### config.mk
export PLATFORM = sky130hd
export DESIGN_NAME = uoc_overhead_crc
export DESIGN_NICKNAME = d
export VERILOG_FILES = /design/src/uoc_overhead_crc.v
export VERILOG_INCLUDE_DIRS = /design/src /design/src/src
export SDC_FILE = /design/constraint.sdc
export NUM_CORES = 1
export LEC_CHECK = 0
export BUFFER_PORTS_ARGS = -buffer_cell sky130_fd_sc_hd__buf_4
export CELL_PAD_IN_SITES_DETAIL_PLACEMENT = 0
export CELL_PAD_IN_SITES_GLOBAL_PLACEMENT = 1
export CORE_MARGIN = 2
export CORE_UTILIZATION = 48
export CTS_CLUSTER_SIZE = 25
export DETAILED_ROUTE_END_ITERATION = 8
export MAX_ROUTING_LAYER = met4
export PLACE_DENSITY = 0.95
export SETUP_SLACK_MARGIN = 0.05
export SLEW_MARGIN = 10
export SYNTH_ARGS = -nofsm -noshare
export SYNTH_HDL_FRONTEND = slang
export SYNTH_SLANG_ARGS = --single-unit
### constraint.sdc
create_clock -name mclk -period 6.7 [get_ports mclk]
set_clock_uncertainty 0.2 [all_clocks]
set_input_delay 1.34 -clock mclk [delete_from_list [all_inputs] [get_ports mclk]]
set_output_delay 1.34 -clock mclk [all_outputs]
set_load 0.1 [all_outputs]
### src/uoc_regs.vh
// register map, field positions, reset values and constants of the block
`ifndef UOC_REGS_VH
`define UOC_REGS_VH

// register byte offsets
`define UOC_ADDR_W 8
`define UOC_OFF_TXMASK 8'h00
`define UOC_OFF_RXMASK 8'h04
`define UOC_OFF_TXLATCH 8'h08
`define UOC_OFF_RXVAL 8'h0C
`define UOC_OFF_TXSPARE 8'h10
`define UOC_OFF_RXSPARE 8'h14
`define UOC_OFF_FILTER 8'h18
`define UOC_OFF_OPTIONS 8'h1C
`define UOC_OFF_NEARCNT 8'h20
`define UOC_OFF_FARCNT 8'h24
`define UOC_OFF_STATUS 8'h28
`define UOC_OFF_M4CHG 8'h2C

// reset values
`define UOC_RST_TXMASK 8'hFF
`define UOC_RST_RXMASK 8'h00
`define UOC_RST_TXLATCH 8'hFF
`define UOC_RST_M4 8'h02
`define UOC_RST_TXSPARE 4'hF
`define UOC_RST_TXSPARE_OUT 3'h7
`define UOC_RST_RXSPARE 3'h7
`define UOC_RST_FILTER 5'h00
`define UOC_RST_OPTIONS 3'h0

// M4 bit positions
`define UOC_M4_ACT 0
`define UOC_M4_DEA 1
`define UOC_M4_UOA 2
`define UOC_M4_SAI 6

// filter select fields
`define UOC_FLT_MODE 1:0
`define UOC_FLT_SAME 2
`define UOC_FLT_SPARE 4:3
`define UOC_MODE_CHANGE 2'h0
`define UOC_MODE_TLL 2'h1
`define UOC_MODE_CRC 2'h2
`define UOC_MODE_CRCTLL 2'h3
`define UOC_SPARE_CRC 2'h0
`define UOC_SPARE_SAME 2'h1
`define UOC_SPARE_CHANGE 2'h2

// option and spare fields
`define UOC_OPT_FEBESW 0
`define UOC_OPT_TRANSP 1
`define UOC_OPT_CORRUPT_CHECKSUM_CTL 2
`define UOC_SPARE_FAR_BLOCK_ERROR 3

// status bits
`define UOC_ST_NEAR 0
`define UOC_ST_FAR 1
`define UOC_ST_BOTH 2
`define UOC_ST_M4 3
`define UOC_ST_SPARE 4

// check, counters, filters, scrambler
`define UOC_CRC_POLY 12'h80F
`define UOC_CNT_MAX 8'hFF
`define UOC_TLL_HIT 2'h2
`define UOC_FAR_BLOCK_ERROR_ERR 1'b0
`define UOC_SCR_LEN 23
`define UOC_SCR_TAP_A 17
`define UOC_SCR_TAP_B 22

`endif

### src/uoc_overhead_crc.v
// overhead bit filtering, superframe check and block error counting
//
// The placing of the registers and the APB interface to the registers are this design's own decisions.
`timescale 1ns/1ps
`include "uoc_regs.vh"

module uoc_overhead_crc (
  // clock and reset
  input wire mclk,
  input wire rst_n,
  // apb slave
  input wire psel,
  input wire penable,
  input wire pwrite,
  input wire [`UOC_ADDR_W-1:0] paddr,
  input wire [31:0] pwdata,
  output reg [31:0] prdata,
  output reg pready,
  output reg pslverr,
  // receive framer
  input wire rxSfStart,
  input wire rxSfEnd,
  input wire rxBfEnd,
  input wire [2:0] rxBfIdx,
  input wire rxM4Bit,
  input wire [2:0] rxSpare,
  input wire rxFebeBit,
  input wire [11:0] rxCrc,
  input wire rxDataValid,
  input wire rxDataBit,
  // transmit framer
  input wire txSfStart,
  input wire txDataValid,
  input wire txDataBit,
  input wire [7:0] smM4,
  output reg [7:0] txM4,
  output reg [2:0] txSpareOut,
  output reg txFebe,
  output reg [11:0] txCrc,
  // line scrambling
  input wire txLineValid,
  input wire txLineBit,
  output reg txScrBit,
  input wire rxLineValid,
  input wire rxLineBit,
  output reg rxDescrBit,
  // activation logic and maintenance commands
  input wire lineOperational,
  input wire nccCmd,
  input wire rccCmd,
  input wire rtnCmd,
  output reg smAct,
  output reg smDea,
  output reg smUoa,
  output reg smSai,
  output reg eventFlag
);

  reg [7:0] txMask_ff;
  reg [7:0] rxMask_ff;
  reg [7:0] txLatch_ff;
  reg [7:0] rxOverhead_ff;
  reg [3:0] txSpare_ff;
  reg [2:0] rxSpareVal_ff;
  reg [2:0] spareRaw_ff;
  reg spareRawOk_ff;
  reg [4:0] filter_ff;
  reg [2:0] options_ff;
  reg [7:0] nearCnt_ff;
  reg [7:0] farCnt_ff;
  reg [4:0] status_ff;
  reg [7:0] m4Chg_ff;
  reg [2:0] pendEvt_ff;
  reg [11:0] rxCrcAcc_ff;
  reg [11:0] txCrcAcc_ff;
  reg [11:0] savedCrc_ff;
  reg haveSaved_ff;
  reg nccAuto_ff;
  reg rccAuto_ff;
  reg febePend_ff;
  reg [`UOC_SCR_LEN-1:0] scr_ff;
  reg [`UOC_SCR_LEN-1:0] dscr_ff;
  reg [31:0] nxt_prdata;
  reg nxt_pslverr;
  wire [7:0] m4Val;
  wire [7:0] tllVal;
  wire [7:0] smSel;
  localparam [7:0] M4_RST = `UOC_RST_M4;

  function [11:0] crcStep;
    input [11:0] acc;
    input din;
    reg fb;
    begin
      fb = din ^ acc[11];
      crcStep = {acc[10:0], 1'b0} ^ (fb ? `UOC_CRC_POLY : 12'h000);
    end
  endfunction

  // apb decode
  wire apbDone = psel & penable & pready;
  wire wrEn = apbDone & pwrite;
  wire rdEn = apbDone & ~pwrite;
  wire rdNear = rdEn & (paddr == `UOC_OFF_NEARCNT);
  wire rdFar = rdEn & (paddr == `UOC_OFF_FARCNT);
  wire rdStatus = rdEn & (paddr == `UOC_OFF_STATUS);
  wire rdM4Chg = rdEn & (paddr == `UOC_OFF_M4CHG);
  wire transp = options_ff[`UOC_OPT_TRANSP];

  // check of the previous superframe arrives in the current one
  wire crcEval = rxSfEnd & haveSaved_ff;
  wire crcOk = (rxCrc == savedCrc_ff);
  wire mismatch = crcEval & ~crcOk;
  wire nearEvt = mismatch & ~nccAuto_ff;
  wire farEvt = rxSfEnd & (rxFebeBit == `UOC_FAR_BLOCK_ERROR_ERR) & ~rccAuto_ff;
  wire [1:0] m4Mode = filter_ff[`UOC_FLT_MODE];

  always @* begin
    nxt_prdata = 32'h0000_0000;
    nxt_pslverr = 1'b0;
    case (paddr)
      `UOC_OFF_TXMASK: nxt_prdata[7:0] = txMask_ff;
      `UOC_OFF_RXMASK: nxt_prdata[7:0] = rxMask_ff;
      `UOC_OFF_TXLATCH: nxt_prdata[7:0] = txLatch_ff;
      `UOC_OFF_RXVAL: nxt_prdata[7:0] = rxOverhead_ff;
      `UOC_OFF_TXSPARE: nxt_prdata[3:0] = txSpare_ff;
      `UOC_OFF_RXSPARE: nxt_prdata[2:0] = rxSpareVal_ff;
      `UOC_OFF_FILTER: nxt_prdata[4:0] = filter_ff;
      `UOC_OFF_OPTIONS: nxt_prdata[2:0] = options_ff;
      `UOC_OFF_NEARCNT: nxt_prdata[7:0] = nearCnt_ff;
      `UOC_OFF_FARCNT: nxt_prdata[7:0] = farCnt_ff;
      `UOC_OFF_STATUS: nxt_prdata[4:0] = status_ff;
      `UOC_OFF_M4CHG: nxt_prdata[7:0] = m4Chg_ff;
      default: nxt_pslverr = 1'b1;
    endcase
  end

  // data captured in the setup cycle, answered in the first access cycle
  always @(posedge mclk) begin
    if (!rst_n) begin
      prdata <= 32'h0000_0000;
      pready <= 1'b0;
      pslverr <= 1'b0;
    end else begin
      pready <= psel & ~penable;
      pslverr <= psel & ~penable & nxt_pslverr;
      prdata <= (psel & ~penable & ~pwrite) ? nxt_prdata : 32'h0000_0000;
    end
  end

  // software registers
  always @(posedge mclk) begin
    if (!rst_n) begin
      txMask_ff <= `UOC_RST_TXMASK;
      rxMask_ff <= `UOC_RST_RXMASK;
      txLatch_ff <= `UOC_RST_TXLATCH;
      txSpare_ff <= `UOC_RST_TXSPARE;
      filter_ff <= `UOC_RST_FILTER;
      options_ff <= `UOC_RST_OPTIONS;
    end else if (wrEn) begin
      case (paddr)
        `UOC_OFF_TXMASK: txMask_ff <= pwdata[7:0];
        `UOC_OFF_RXMASK: rxMask_ff <= pwdata[7:0];
        `UOC_OFF_TXLATCH: txLatch_ff <= pwdata[7:0];
        `UOC_OFF_TXSPARE: txSpare_ff <= pwdata[3:0];
        `UOC_OFF_FILTER: filter_ff <= pwdata[4:0];
        `UOC_OFF_OPTIONS: options_ff <= pwdata[2:0];
        default: ;
      endcase
    end
  end

  // maintenance commands; a new command beats a cancel in the same cycle
  always @(posedge mclk) begin
    if (!rst_n) begin
      nccAuto_ff <= 1'b0;
      rccAuto_ff <= 1'b0;
    end else begin
      nccAuto_ff <= (nccCmd & ~transp) | (nccAuto_ff & ~rtnCmd);
      rccAuto_ff <= (rccCmd & ~transp) | (rccAuto_ff & ~rtnCmd);
    end
  end

  // receive check
  always @(posedge mclk) begin
    if (!rst_n) begin
      rxCrcAcc_ff <= 12'h000;
      savedCrc_ff <= 12'h000;
      haveSaved_ff <= 1'b0;
    end else begin
      if (rxSfStart)
        rxCrcAcc_ff <= rxDataValid ? crcStep(12'h000, rxDataBit) : 12'h000;
      else if (rxDataValid)
        rxCrcAcc_ff <= crcStep(rxCrcAcc_ff, rxDataBit);
      if (rxSfEnd) begin
        savedCrc_ff <= rxCrcAcc_ff;
        haveSaved_ff <= lineOperational;
      end
    end
  end

  // transmit check, M4, spare and far-end bits latched per superframe
  always @(posedge mclk) begin
    if (!rst_n) begin
      txCrcAcc_ff <= 12'h000;
      txCrc <= 12'h000;
      txM4 <= `UOC_RST_TXLATCH;
      txSpareOut <= `UOC_RST_TXSPARE_OUT;
      txFebe <= ~`UOC_FAR_BLOCK_ERROR_ERR;
      febePend_ff <= 1'b0;
    end else begin
      if (txSfStart) begin
        txCrcAcc_ff <= txDataValid ? crcStep(12'h000, txDataBit) : 12'h000;
        txCrc <= txCrcAcc_ff ^ {12{rccAuto_ff | options_ff[`UOC_OPT_CORRUPT_CHECKSUM_CTL]}};
        txM4 <= (txMask_ff & smM4) | (~txMask_ff & txLatch_ff);
        txSpareOut <= txSpare_ff[2:0];
        txFebe <= options_ff[`UOC_OPT_FEBESW] ? txSpare_ff[`UOC_SPARE_FAR_BLOCK_ERROR] :
                  (febePend_ff ? `UOC_FAR_BLOCK_ERROR_ERR : ~`UOC_FAR_BLOCK_ERROR_ERR);
      end else if (txDataValid)
        txCrcAcc_ff <= crcStep(txCrcAcc_ff, txDataBit);
      febePend_ff <= mismatch | (febePend_ff & ~txSfStart);
    end
  end

  // per-bit M4 filters
  genvar i;
  generate
    for (i = 0; i < 8; i = i + 1) begin : gFilt
      reg raw_ff;
      reg rawPrev_ff;
      reg tllCand_ff;
      reg [1:0] tllCnt_ff;
      reg tllVal_ff;
      reg ctCand_ff;
      reg [1:0] ctCnt_ff;
      reg val_ff;
      wire hit = rxBfEnd & (rxBfIdx == i);
      wire rawNow = hit ? rxM4Bit : raw_ff;
      wire tllHit = hit & (rxM4Bit == tllCand_ff) & (tllCnt_ff == `UOC_TLL_HIT);
      wire ctHit = crcEval & crcOk & (rawPrev_ff == ctCand_ff) &
                   (ctCnt_ff == `UOC_TLL_HIT);
      assign m4Val[i] = val_ff;
      assign tllVal[i] = tllVal_ff;
      always @(posedge mclk) begin
        if (!rst_n || !lineOperational) begin
          raw_ff <= M4_RST[i];
          rawPrev_ff <= M4_RST[i];
          tllCand_ff <= M4_RST[i];
          tllCnt_ff <= 2'h0;
          tllVal_ff <= M4_RST[i];
          ctCand_ff <= M4_RST[i];
          ctCnt_ff <= 2'h0;
          val_ff <= M4_RST[i];
        end else begin
          raw_ff <= rawNow;
          if (rxSfEnd)
            rawPrev_ff <= rawNow;
          if (hit) begin
            tllCand_ff <= rxM4Bit;
            if (rxM4Bit != tllCand_ff)
              tllCnt_ff <= 2'h1;
            else if (tllCnt_ff != `UOC_TLL_HIT)
              tllCnt_ff <= tllCnt_ff + 2'h1;
          end
          if (tllHit)
            tllVal_ff <= rxM4Bit;
          if (crcEval) begin
            ctCand_ff <= rawPrev_ff;
            if (!crcOk || rawPrev_ff != ctCand_ff)
              ctCnt_ff <= {1'b0, crcOk};
            else if (ctCnt_ff != `UOC_TLL_HIT)
              ctCnt_ff <= ctCnt_ff + 2'h1;
          end
          case (m4Mode)
            `UOC_MODE_CHANGE: if (hit) val_ff <= rxM4Bit;
            `UOC_MODE_TLL: if (tllHit) val_ff <= rxM4Bit;
            `UOC_MODE_CRC: if (crcEval && crcOk) val_ff <= rawPrev_ff;
            `UOC_MODE_CRCTLL: if (ctHit) val_ff <= rawPrev_ff;
            default: val_ff <= val_ff;
          endcase
        end
      end
    end
  endgenerate

  // activation logic sees approvals one clock after the filter takes them
  assign smSel = filter_ff[`UOC_FLT_SAME] ? m4Val : tllVal;
  always @(posedge mclk) begin
    if (!rst_n || !lineOperational) begin
      smAct <= 1'b0;
      smDea <= 1'b1;
      smUoa <= 1'b0;
      smSai <= 1'b0;
    end else begin
      smAct <= smSel[`UOC_M4_ACT];
      smDea <= smSel[`UOC_M4_DEA];
      smUoa <= txMask_ff[`UOC_M4_SAI] ? smSel[`UOC_M4_UOA] : 1'b1;
      smSai <= smSel[`UOC_M4_SAI];
    end
  end

  // spare bits: default waits for a clean check of the same superframe
  wire [1:0] spMode = filter_ff[`UOC_FLT_SPARE];
  wire spOnChange = (spMode == `UOC_SPARE_CHANGE) ||
                    (spMode == `UOC_SPARE_SAME && m4Mode == `UOC_MODE_CHANGE);
  wire [2:0] spareNext = spOnChange ? rxSpare : spareRaw_ff;
  wire spareTake = rxSfEnd & (spOnChange | (spareRawOk_ff & crcOk));
  wire [7:0] m4Changes = (m4Val ^ rxOverhead_ff) & rxMask_ff;
  wire spareChg = spareTake & (spareNext != rxSpareVal_ff);

  // receive reports, posted once a whole superframe is in
  always @(posedge mclk) begin
    if (!rst_n) begin
      rxOverhead_ff <= `UOC_RST_M4;
      rxSpareVal_ff <= `UOC_RST_RXSPARE;
      spareRaw_ff <= `UOC_RST_RXSPARE;
      spareRawOk_ff <= 1'b0;
      m4Chg_ff <= 8'h00;
    end else begin
      if (rxSfEnd) begin
        rxOverhead_ff <= m4Val;
        spareRaw_ff <= rxSpare;
        spareRawOk_ff <= haveSaved_ff | lineOperational;
      end
      if (spareTake)
        rxSpareVal_ff <= spareNext;
      // read data is taken at setup, so only the bits shown are cleared
      m4Chg_ff <= (rxSfEnd ? m4Changes : 8'h00) |
                  (rdM4Chg ? (m4Chg_ff & ~prdata[7:0]) : m4Chg_ff);
    end
  end

  // error events wait for the next superframe start, then become flags
  wire [4:0] newStatus;
  assign newStatus[`UOC_ST_NEAR] = rxSfStart & pendEvt_ff[0];
  assign newStatus[`UOC_ST_FAR] = rxSfStart & pendEvt_ff[1];
  assign newStatus[`UOC_ST_BOTH] = rxSfStart & pendEvt_ff[2];
  assign newStatus[`UOC_ST_M4] = rxSfEnd & (|m4Changes);
  assign newStatus[`UOC_ST_SPARE] = spareChg;
  // a flag set between setup and access is not lost by the read
  wire [4:0] statusKeep = rdStatus ? (status_ff & ~prdata[4:0]) : status_ff;

  always @(posedge mclk) begin
    if (!rst_n) begin
      pendEvt_ff <= 3'h0;
      status_ff <= 5'h00;
      eventFlag <= 1'b0;
    end else begin
      if (rxSfEnd)
        pendEvt_ff <= {nearEvt & farEvt, farEvt, nearEvt};
      else if (rxSfStart)
        pendEvt_ff <= 3'h0;
      status_ff <= newStatus | statusKeep;
      eventFlag <= |(newStatus | statusKeep);
    end
  end

  // block error counters
  always @(posedge mclk) begin
    if (!rst_n || !lineOperational) begin
      nearCnt_ff <= 8'h00;
      farCnt_ff <= 8'h00;
    end else begin
      // only the count returned at setup is cleared
      if (rdNear)
        nearCnt_ff <= nearCnt_ff - prdata[7:0] + {7'h00, nearEvt};
      else if (nearEvt && nearCnt_ff != `UOC_CNT_MAX)
        nearCnt_ff <= nearCnt_ff + 8'h01;
      if (rdFar)
        farCnt_ff <= farCnt_ff - prdata[7:0] + {7'h00, farEvt};
      else if (farEvt && farCnt_ff != `UOC_CNT_MAX)
        farCnt_ff <= farCnt_ff + 8'h01;
    end
  end

  // self-synchronising scrambler and descrambler, not programmable
  wire scrOut = txLineBit ^ scr_ff[`UOC_SCR_TAP_A] ^ scr_ff[`UOC_SCR_TAP_B];
  wire dscrOut = rxLineBit ^ dscr_ff[`UOC_SCR_TAP_A] ^
                 dscr_ff[`UOC_SCR_TAP_B];
  always @(posedge mclk) begin
    if (!rst_n) begin
      scr_ff <= {`UOC_SCR_LEN{1'b0}};
      dscr_ff <= {`UOC_SCR_LEN{1'b0}};
      txScrBit <= 1'b0;
      rxDescrBit <= 1'b0;
    end else begin
      if (txLineValid) begin
        scr_ff <= {scr_ff[`UOC_SCR_LEN-2:0], scrOut};
        txScrBit <= scrOut;
      end
      if (rxLineValid) begin
        dscr_ff <= {dscr_ff[`UOC_SCR_LEN-2:0], rxLineBit};
        rxDescrBit <= dscrOut;
      end
    end
  end

endmodule

* After elaboration in Yosys (flattened, before gate mapping) *
Cells that the tools add are included.

storage, ports and cells
  output and inout bits = 65
  bits in writable memories = 0
  bits in latches = 0
  memories = 0
  input port bits = 89
  ROM bits = 0
  logic and storage cells = 530
  flip-flop bits (word level) = 313

operators by class
  order comparisons = 0
  mux-type cells = 109
  bitwise gates (word level) = 106
  div/mod/pow operators = 0
  multiply operators = 0
  eq/ne operators = 116
  shift-type cells = 0
  add/sub/neg operators = 22
  reduce and logical (&&, ||, !) cells = 75

operator list
  operator             number
  $mux 12              10
  $ne 2x2->1 const B   41
  $and 1x1->1          70
  $mux 2               32
  $mux 8               6
  $reduce_and 2->1     23
  $mux 1               44
  $reduce_bool 2->1    21
  $eq 2x2->1 const B   19
  $pmux 3 s12          1
  $xor 12x12->12       3
  $add 2x1->2 const B  16
  $and 8x8->8          4
  $eq 8x5->1 const B   4
  $eq 8x6->1 const B   4
  $pmux 1 s4           8
  $reduce_and 4->1     8
  $pmux 3 s7           1
  $add 8x1->8          2
  $add 8x1->8 const B  2
  $eq 1x1->1           16
  $eq 8x4->1 const B   2
  $ne 1x1->1           16
  $ne 8x8->1 const B   2
  31 further kinds     73

* Logic depth before layout (Yosys ltp) *
  word-level depth = 8
  depth in mapped cells = 15
  depth with buffers taken out = 14

* Worst setup path after synthesis *
Ideal clock, no wire load.

  kind = input-to-reg
  start point = in rxCrc[7]
  end point = reg nearCnt_ff[7]
  arrival time = 4.139 ns
  library setup time = 0.086 ns
  required time = 6.414 ns
  stages = 12
  slack = 2.276 ns
  path buffers = 0
  cell sequence = xnor2_1 -> nand4_1 -> o31ai_1 -> ha_1 -> inv_1 -> ha_1 -> a21o_1 -> a211oi_1 -> o21bai_1 -> o31ai_1 -> mux2_2 -> a211oi_1

on the way
  longest elaborated chain between the ends = 6
  elaborated cells on any way between the ends = 8
  those cells by class = 1 x add/sub; 1 x eq/ne; 1 x mux; 3 x bitwise; 2 x reduce/logical

ends and longest elaborated chain
  element                                           line                    RTL
  from (decl)                                       uoc_overhead_crc.v:28   input wire [11:0] rxCrc,
  $eq 12x12->1 *                                    uoc_overhead_crc.v:112  wire crcOk = (rxCrc == savedCrc_ff);
  $not 1->1 *                                       uoc_overhead_crc.v:113  wire mismatch = crcEval & ~crcOk;
  $and 1x1->1 *                                     uoc_overhead_crc.v:113
  $and 1x1->1 *                                     uoc_overhead_crc.v:114  wire nearEvt = mismatch & ~nccAuto_ff;
  $add 8x1->8 or $logic_and 1x1->1 (tied branches)  --
  $mux 8 or $reduce_bool 2->1 (tied branches)       --
  to (signal assigned)                              uoc_overhead_crc.v:366  nearCnt_ff <= nearCnt_ff - prdata[7:0] + {7'h00, nearEvt};
  to (signal assigned)                              uoc_overhead_crc.v:368  nearCnt_ff <= nearCnt_ff + 8'h01;
  to (decl)                                         uoc_overhead_crc.v:69   reg [7:0] nearCnt_ff;

Every way passes the cells marked *; elsewhere a longest branch is shown, timed or not.
A chain may end at the register's enable or synchronous reset.

* Final worst setup path *
  start point = in rxSfEnd
  end point = reg nearCnt_ff[7]

on the way
  longest elaborated chain between the ends = 5
  elaborated cells on any way between the ends = 7
  those cells by class = 1 x add/sub; 1 x mux; 3 x bitwise; 2 x reduce/logical

ends and longest elaborated chain
  element                                           line                    RTL
  from (decl)                                       uoc_overhead_crc.v:22   input wire rxSfEnd,
  $and 1x1->1 *                                     uoc_overhead_crc.v:111  wire crcEval = rxSfEnd & haveSaved_ff;
  $and 1x1->1 *                                     uoc_overhead_crc.v:113
  $and 1x1->1 *                                     uoc_overhead_crc.v:114
  $add 8x1->8 or $logic_and 1x1->1 (tied branches)  --
  $mux 8 or $reduce_bool 2->1 (tied branches)       --

Marks and branches as above.

==> impl_metrics.sql <==
INSERT INTO impl_metrics (metric_group, metric, value, unit) VALUES
('worst_setup_path', 'reg2reg_depth', '13', ''),
('placed_design', 'dp.final_hpwl', '24.2', 'mm'),
('timing', 'max_freq', '244', 'MHz'),
('logic_synthesis', 'synth_top_area_cell', 'dfxtp_1', ''),
('clocking', 'cts_setup_buffers', '0', ''),
('clocking', 'cts_tree', 'yes', ''),
('timing', 'worst_slew_pin_slew', '954', 'ps'),
('timing', 'normalized_max_slew_margin', '36.2', '%'),
('clocking', 'cts_hold_buffers', '0', ''),
('timing', 'drv_slew', '0', ''),
('logic_synthesis', 'yosysTopAreaCellShare', '40.3', '%'),
('worst_hold_path', 'min_path_type', 'flip-flop to flip-flop', ''),
('drt', 'routed_via_density', '5.50', ''),
('worst_setup_path', 'worst_ep_required_time', '6970', 'ps'),
('logic_synthesis', 'synthDistinctLibCells', '66', ''),
('grt', 'number_of_antenna_violations_at_the_first_check_in_global_routing', '0', ''),
('logic_synthesis', 'synthesized_area_divided_by_synthesized_cell_count', '8.72', 'um2'),
('die', 'die_x', '176', 'um'),
('timing', 'finalHoldViolCount', '0', ''),
('timing', 'final.setup.tns', '0', 'ps'),
('layout', 'nets', '1821', ''),
('placed_design', 'gpl_wtd_cong', '0.923', ''),
('die', 'die-area', '30900', 'um2'),
('placed_design', 'numPortBuffers', '105', ''),
('logic_synthesis', 'synthXorXnorAreaFrac', '5.75', '%'),
('timing', 'setup_viol_count_final', '0', ''),
('die', 'die-height', '176', 'um'),
('drt', 'vias', '11500', ''),
('layout', 'postLayoutCellArea', '16100', 'um2'),
('worst_setup_path', 'setup.worst_path.end_class', 'flip-flop', ''),
('layout', 'post_layout_nonfiller_instances', '2092', ''),
('worst_setup_path', 'crit_path_max_fanout', '51', ''),
('clocking', 'cts-resized-gates', '0', ''),
('grt', 'gr-usage-all-layers', '22.7', '%'),
('drt', 'firstDrtPassIters', '8', ''),
('timing', 'rsz0062_at_grt', 'false', ''),
('clocking', 'clk_latency', '570', 'ps'),
('logic_synthesis', 'synth.area.top_cells', 'dfxtp_1 40%, mux2i_1 10%, nor2b_1 5.4%, nand2_1 5.2%, ha_1 4.1%', ''),
('grt', 'gr-total-overflow', '0', ''),
('logic_synthesis', 'synth_simple_gate_area_share', '20.3', '%'),
('logic_synthesis', 'synthArstFlopShare', '0', '%'),
('drt', 'wirelength', '34.5', 'mm'),
('drt', 'drc_errors', '0', ''),
('status', 'status', 'completed', ''),
('logic_synthesis', 'total_of_flip_flops_plus_latches_after_synthesis', '285', ''),
('pwr', 'peakVddDrop', '230', 'uV'),
('logic_synthesis', 'synthesis.yosys.warnings', '0', ''),
('pwr', 'totalPowerFinal', '3.85', 'mW'),
('layout', 'layout.filler_cells', '2567', ''),
('clocking', 'clock_path_buffers', '3', ''),
('clocking', 'cts_made_buffers', '30', ''),
('placed_design', 'place_ws', '2040', 'ps'),
('timing', 'min_period', '4090', 'ps'),
('logic_synthesis', 'ys_seq_area_share', '40.3', '%'),
('drt', 'detail-route-antenna-nets', '0', ''),
('layout', 'seqCellArea', '5710', 'um2'),
('layout', 'share_of_cells_above_drive_strength_1', '11.9', '%'),
('clocking', 'clock_sink_count', '285', ''),
('placed_design', 'dp.cells', '2036', ''),
('drt', 'routedWlPerCell', '16.5', 'um'),
('logic_synthesis', 'syn-instance-count', '1624', ''),
('timing', 'final.period_utilization', '61.1', '%'),
('worst_hold_path', 'hold_path_depth', '2', ''),
('die', 'floorplan.initialDensity', '49.1', '%'),
('logic_synthesis', 'post_synthesis_share_of_cell_area_spent_on_full_adders_half_adders_and_majority_gates', '4.35', '%'),
('worst_setup_path', 'arrival_worst_endpoint', '4370', 'ps'),
('die', 'boundaryPins', '154', ''),
('logic_synthesis', 'yosys-mux-area-fraction', '10.8', '%'),
('die', 'std_cell_rows', '62', ''),
('logic_synthesis', 'synth_top_family_by_area', 'simple AND/OR/NAND/NOR gates', ''),
('flow_run', 'cap_violations', '0', '');
[metrics by stage]
step	util (%)	hold WS, ps
finish	55.9	256
global route	55.9	286
CTS	55.9	261
detailed placement	52.3	245
global placement	52.3	241
floorplan	-	213
[worst max-delay path: stages]
cell and delay, ps:
buf_4 530, nand2_1 140, nor2_1 120, o31ai_1 80, buf_4 180, ha_1 220, inv_1 60, ha_1 220
a21o_1 200, a211oi_1 250, o21bai_1 150, o31ai_1 260, mux2_2 360, a211oi_1 210
[logic make-up (layout without fill, tap and decap cells)]
logic type / Yosys count / after routing
buf+inv: 173 / 234
mux: 152 / 152
other cells: 1 / 24
fa+ha+maj: 48 / 48
simple gates: 583 / 583
compound gates: 289 / 289
flops: 285 / 285
xor+xnor: 93 / 93
[cells in the mapped netlist (8+ instances only)]
master	n
nand3_1	45
a21oi_1	97
ha_1	46
xor2_1	42
clkbuf_1	64
o21a_1	9
o31ai_1	8
nand2_1	197
and3_1	12
nor3_1	30
inv_1	62
dfxtp_1	285
and2_1	11
buf_1	19
xnor2_1	51
o21ai_0	42
a31oi_1	14
mux2i_1	145
a22oi_1	23
or2_2	15
nor4_1	16
a32oi_1	10
nand4_1	9
a211oi_1	27
buf_4	24
nor2_1	96
nor2b_1	123
[layout make-up]
type | count | area share (%)
flip-flops and latches | 285 | 35.4
inverters | 62 | 1.44
multi-input cells | 1189 | 48.3
repair buffers | 116 | 5.40
clock buffers | 40 | 5.38
clock inverters | 16 | 1.13
well taps | 384 | 2.98
[where the power goes]
| group | switching [mW] | leakage [nW] | internal, mW |
|---|---|---|---|
| logic | 0.256 | 3.42 | 0.111 |
| registers | 0.0197 | 2.31 | 1.72 |
| clock network | 0.714 | 0.520 | 1.03 |
| total | 0.990 | 6.25 | 2.86 |
[per-layer routing]
layer / GRT usage [%] / share of wire (%) / wire length [um]
met4: 7.30 / 3.0 / 1050
met1: 29.6 / 45 / 15600
met5: - / 0 / 0
met3: 3.03 / 5.6 / 1940
met2: 36.4 / 46 / 15900
[path summary, 6_finish.rpt]
path                   startpoint               to  slack (ps)
hold / removal    gFilt[1].raw_ff  gFilt[1].raw_ff         260
setup reg to reg   savedCrc_ff[7]    nearCnt_ff[7]        3160
setup / recovery          rxSfEnd    nearCnt_ff[7]        2610
hold reg to reg   gFilt[1].raw_ff  gFilt[1].raw_ff         260
[sequential cells by signal, indices dropped and copies added, names as in the netlist, 12 cells and up]
register         cells
rxCrcAcc_ff         12
gFilt.tllCnt_ff     16
txCrcAcc_ff         12
savedCrc_ff         12
dscr_ff             23
txCrc               12
gFilt.ctCnt_ff      16
scr_ff              23
[cell usage in the layout, fill, tap and decap left out, types with 11 or more instances in the layout]
| cell | instances |
|---|---|
| xor2_1 | 42 |
| a21oi_1 | 97 |
| conb_1 | 24 |
| nand3_1 | 45 |
| buf_4 | 116 |
| and3_1 | 12 |
| inv_1 | 62 |
| o21ai_0 | 42 |
| and2_1 | 11 |
| ha_1 | 46 |
| xnor2_1 | 51 |
| nor2b_1 | 123 |
| nor3_1 | 30 |
| clkbuf_16 | 30 |
| or2_2 | 15 |
| a31oi_1 | 14 |
| nor2_1 | 96 |
| nand2_1 | 196 |
| mux2i_1 | 145 |
| a22oi_1 | 23 |
| dfxtp_1 | 285 |
| nor4_1 | 16 |
| a211oi_1 | 27 |
Power figures use the tool's default switching activity.
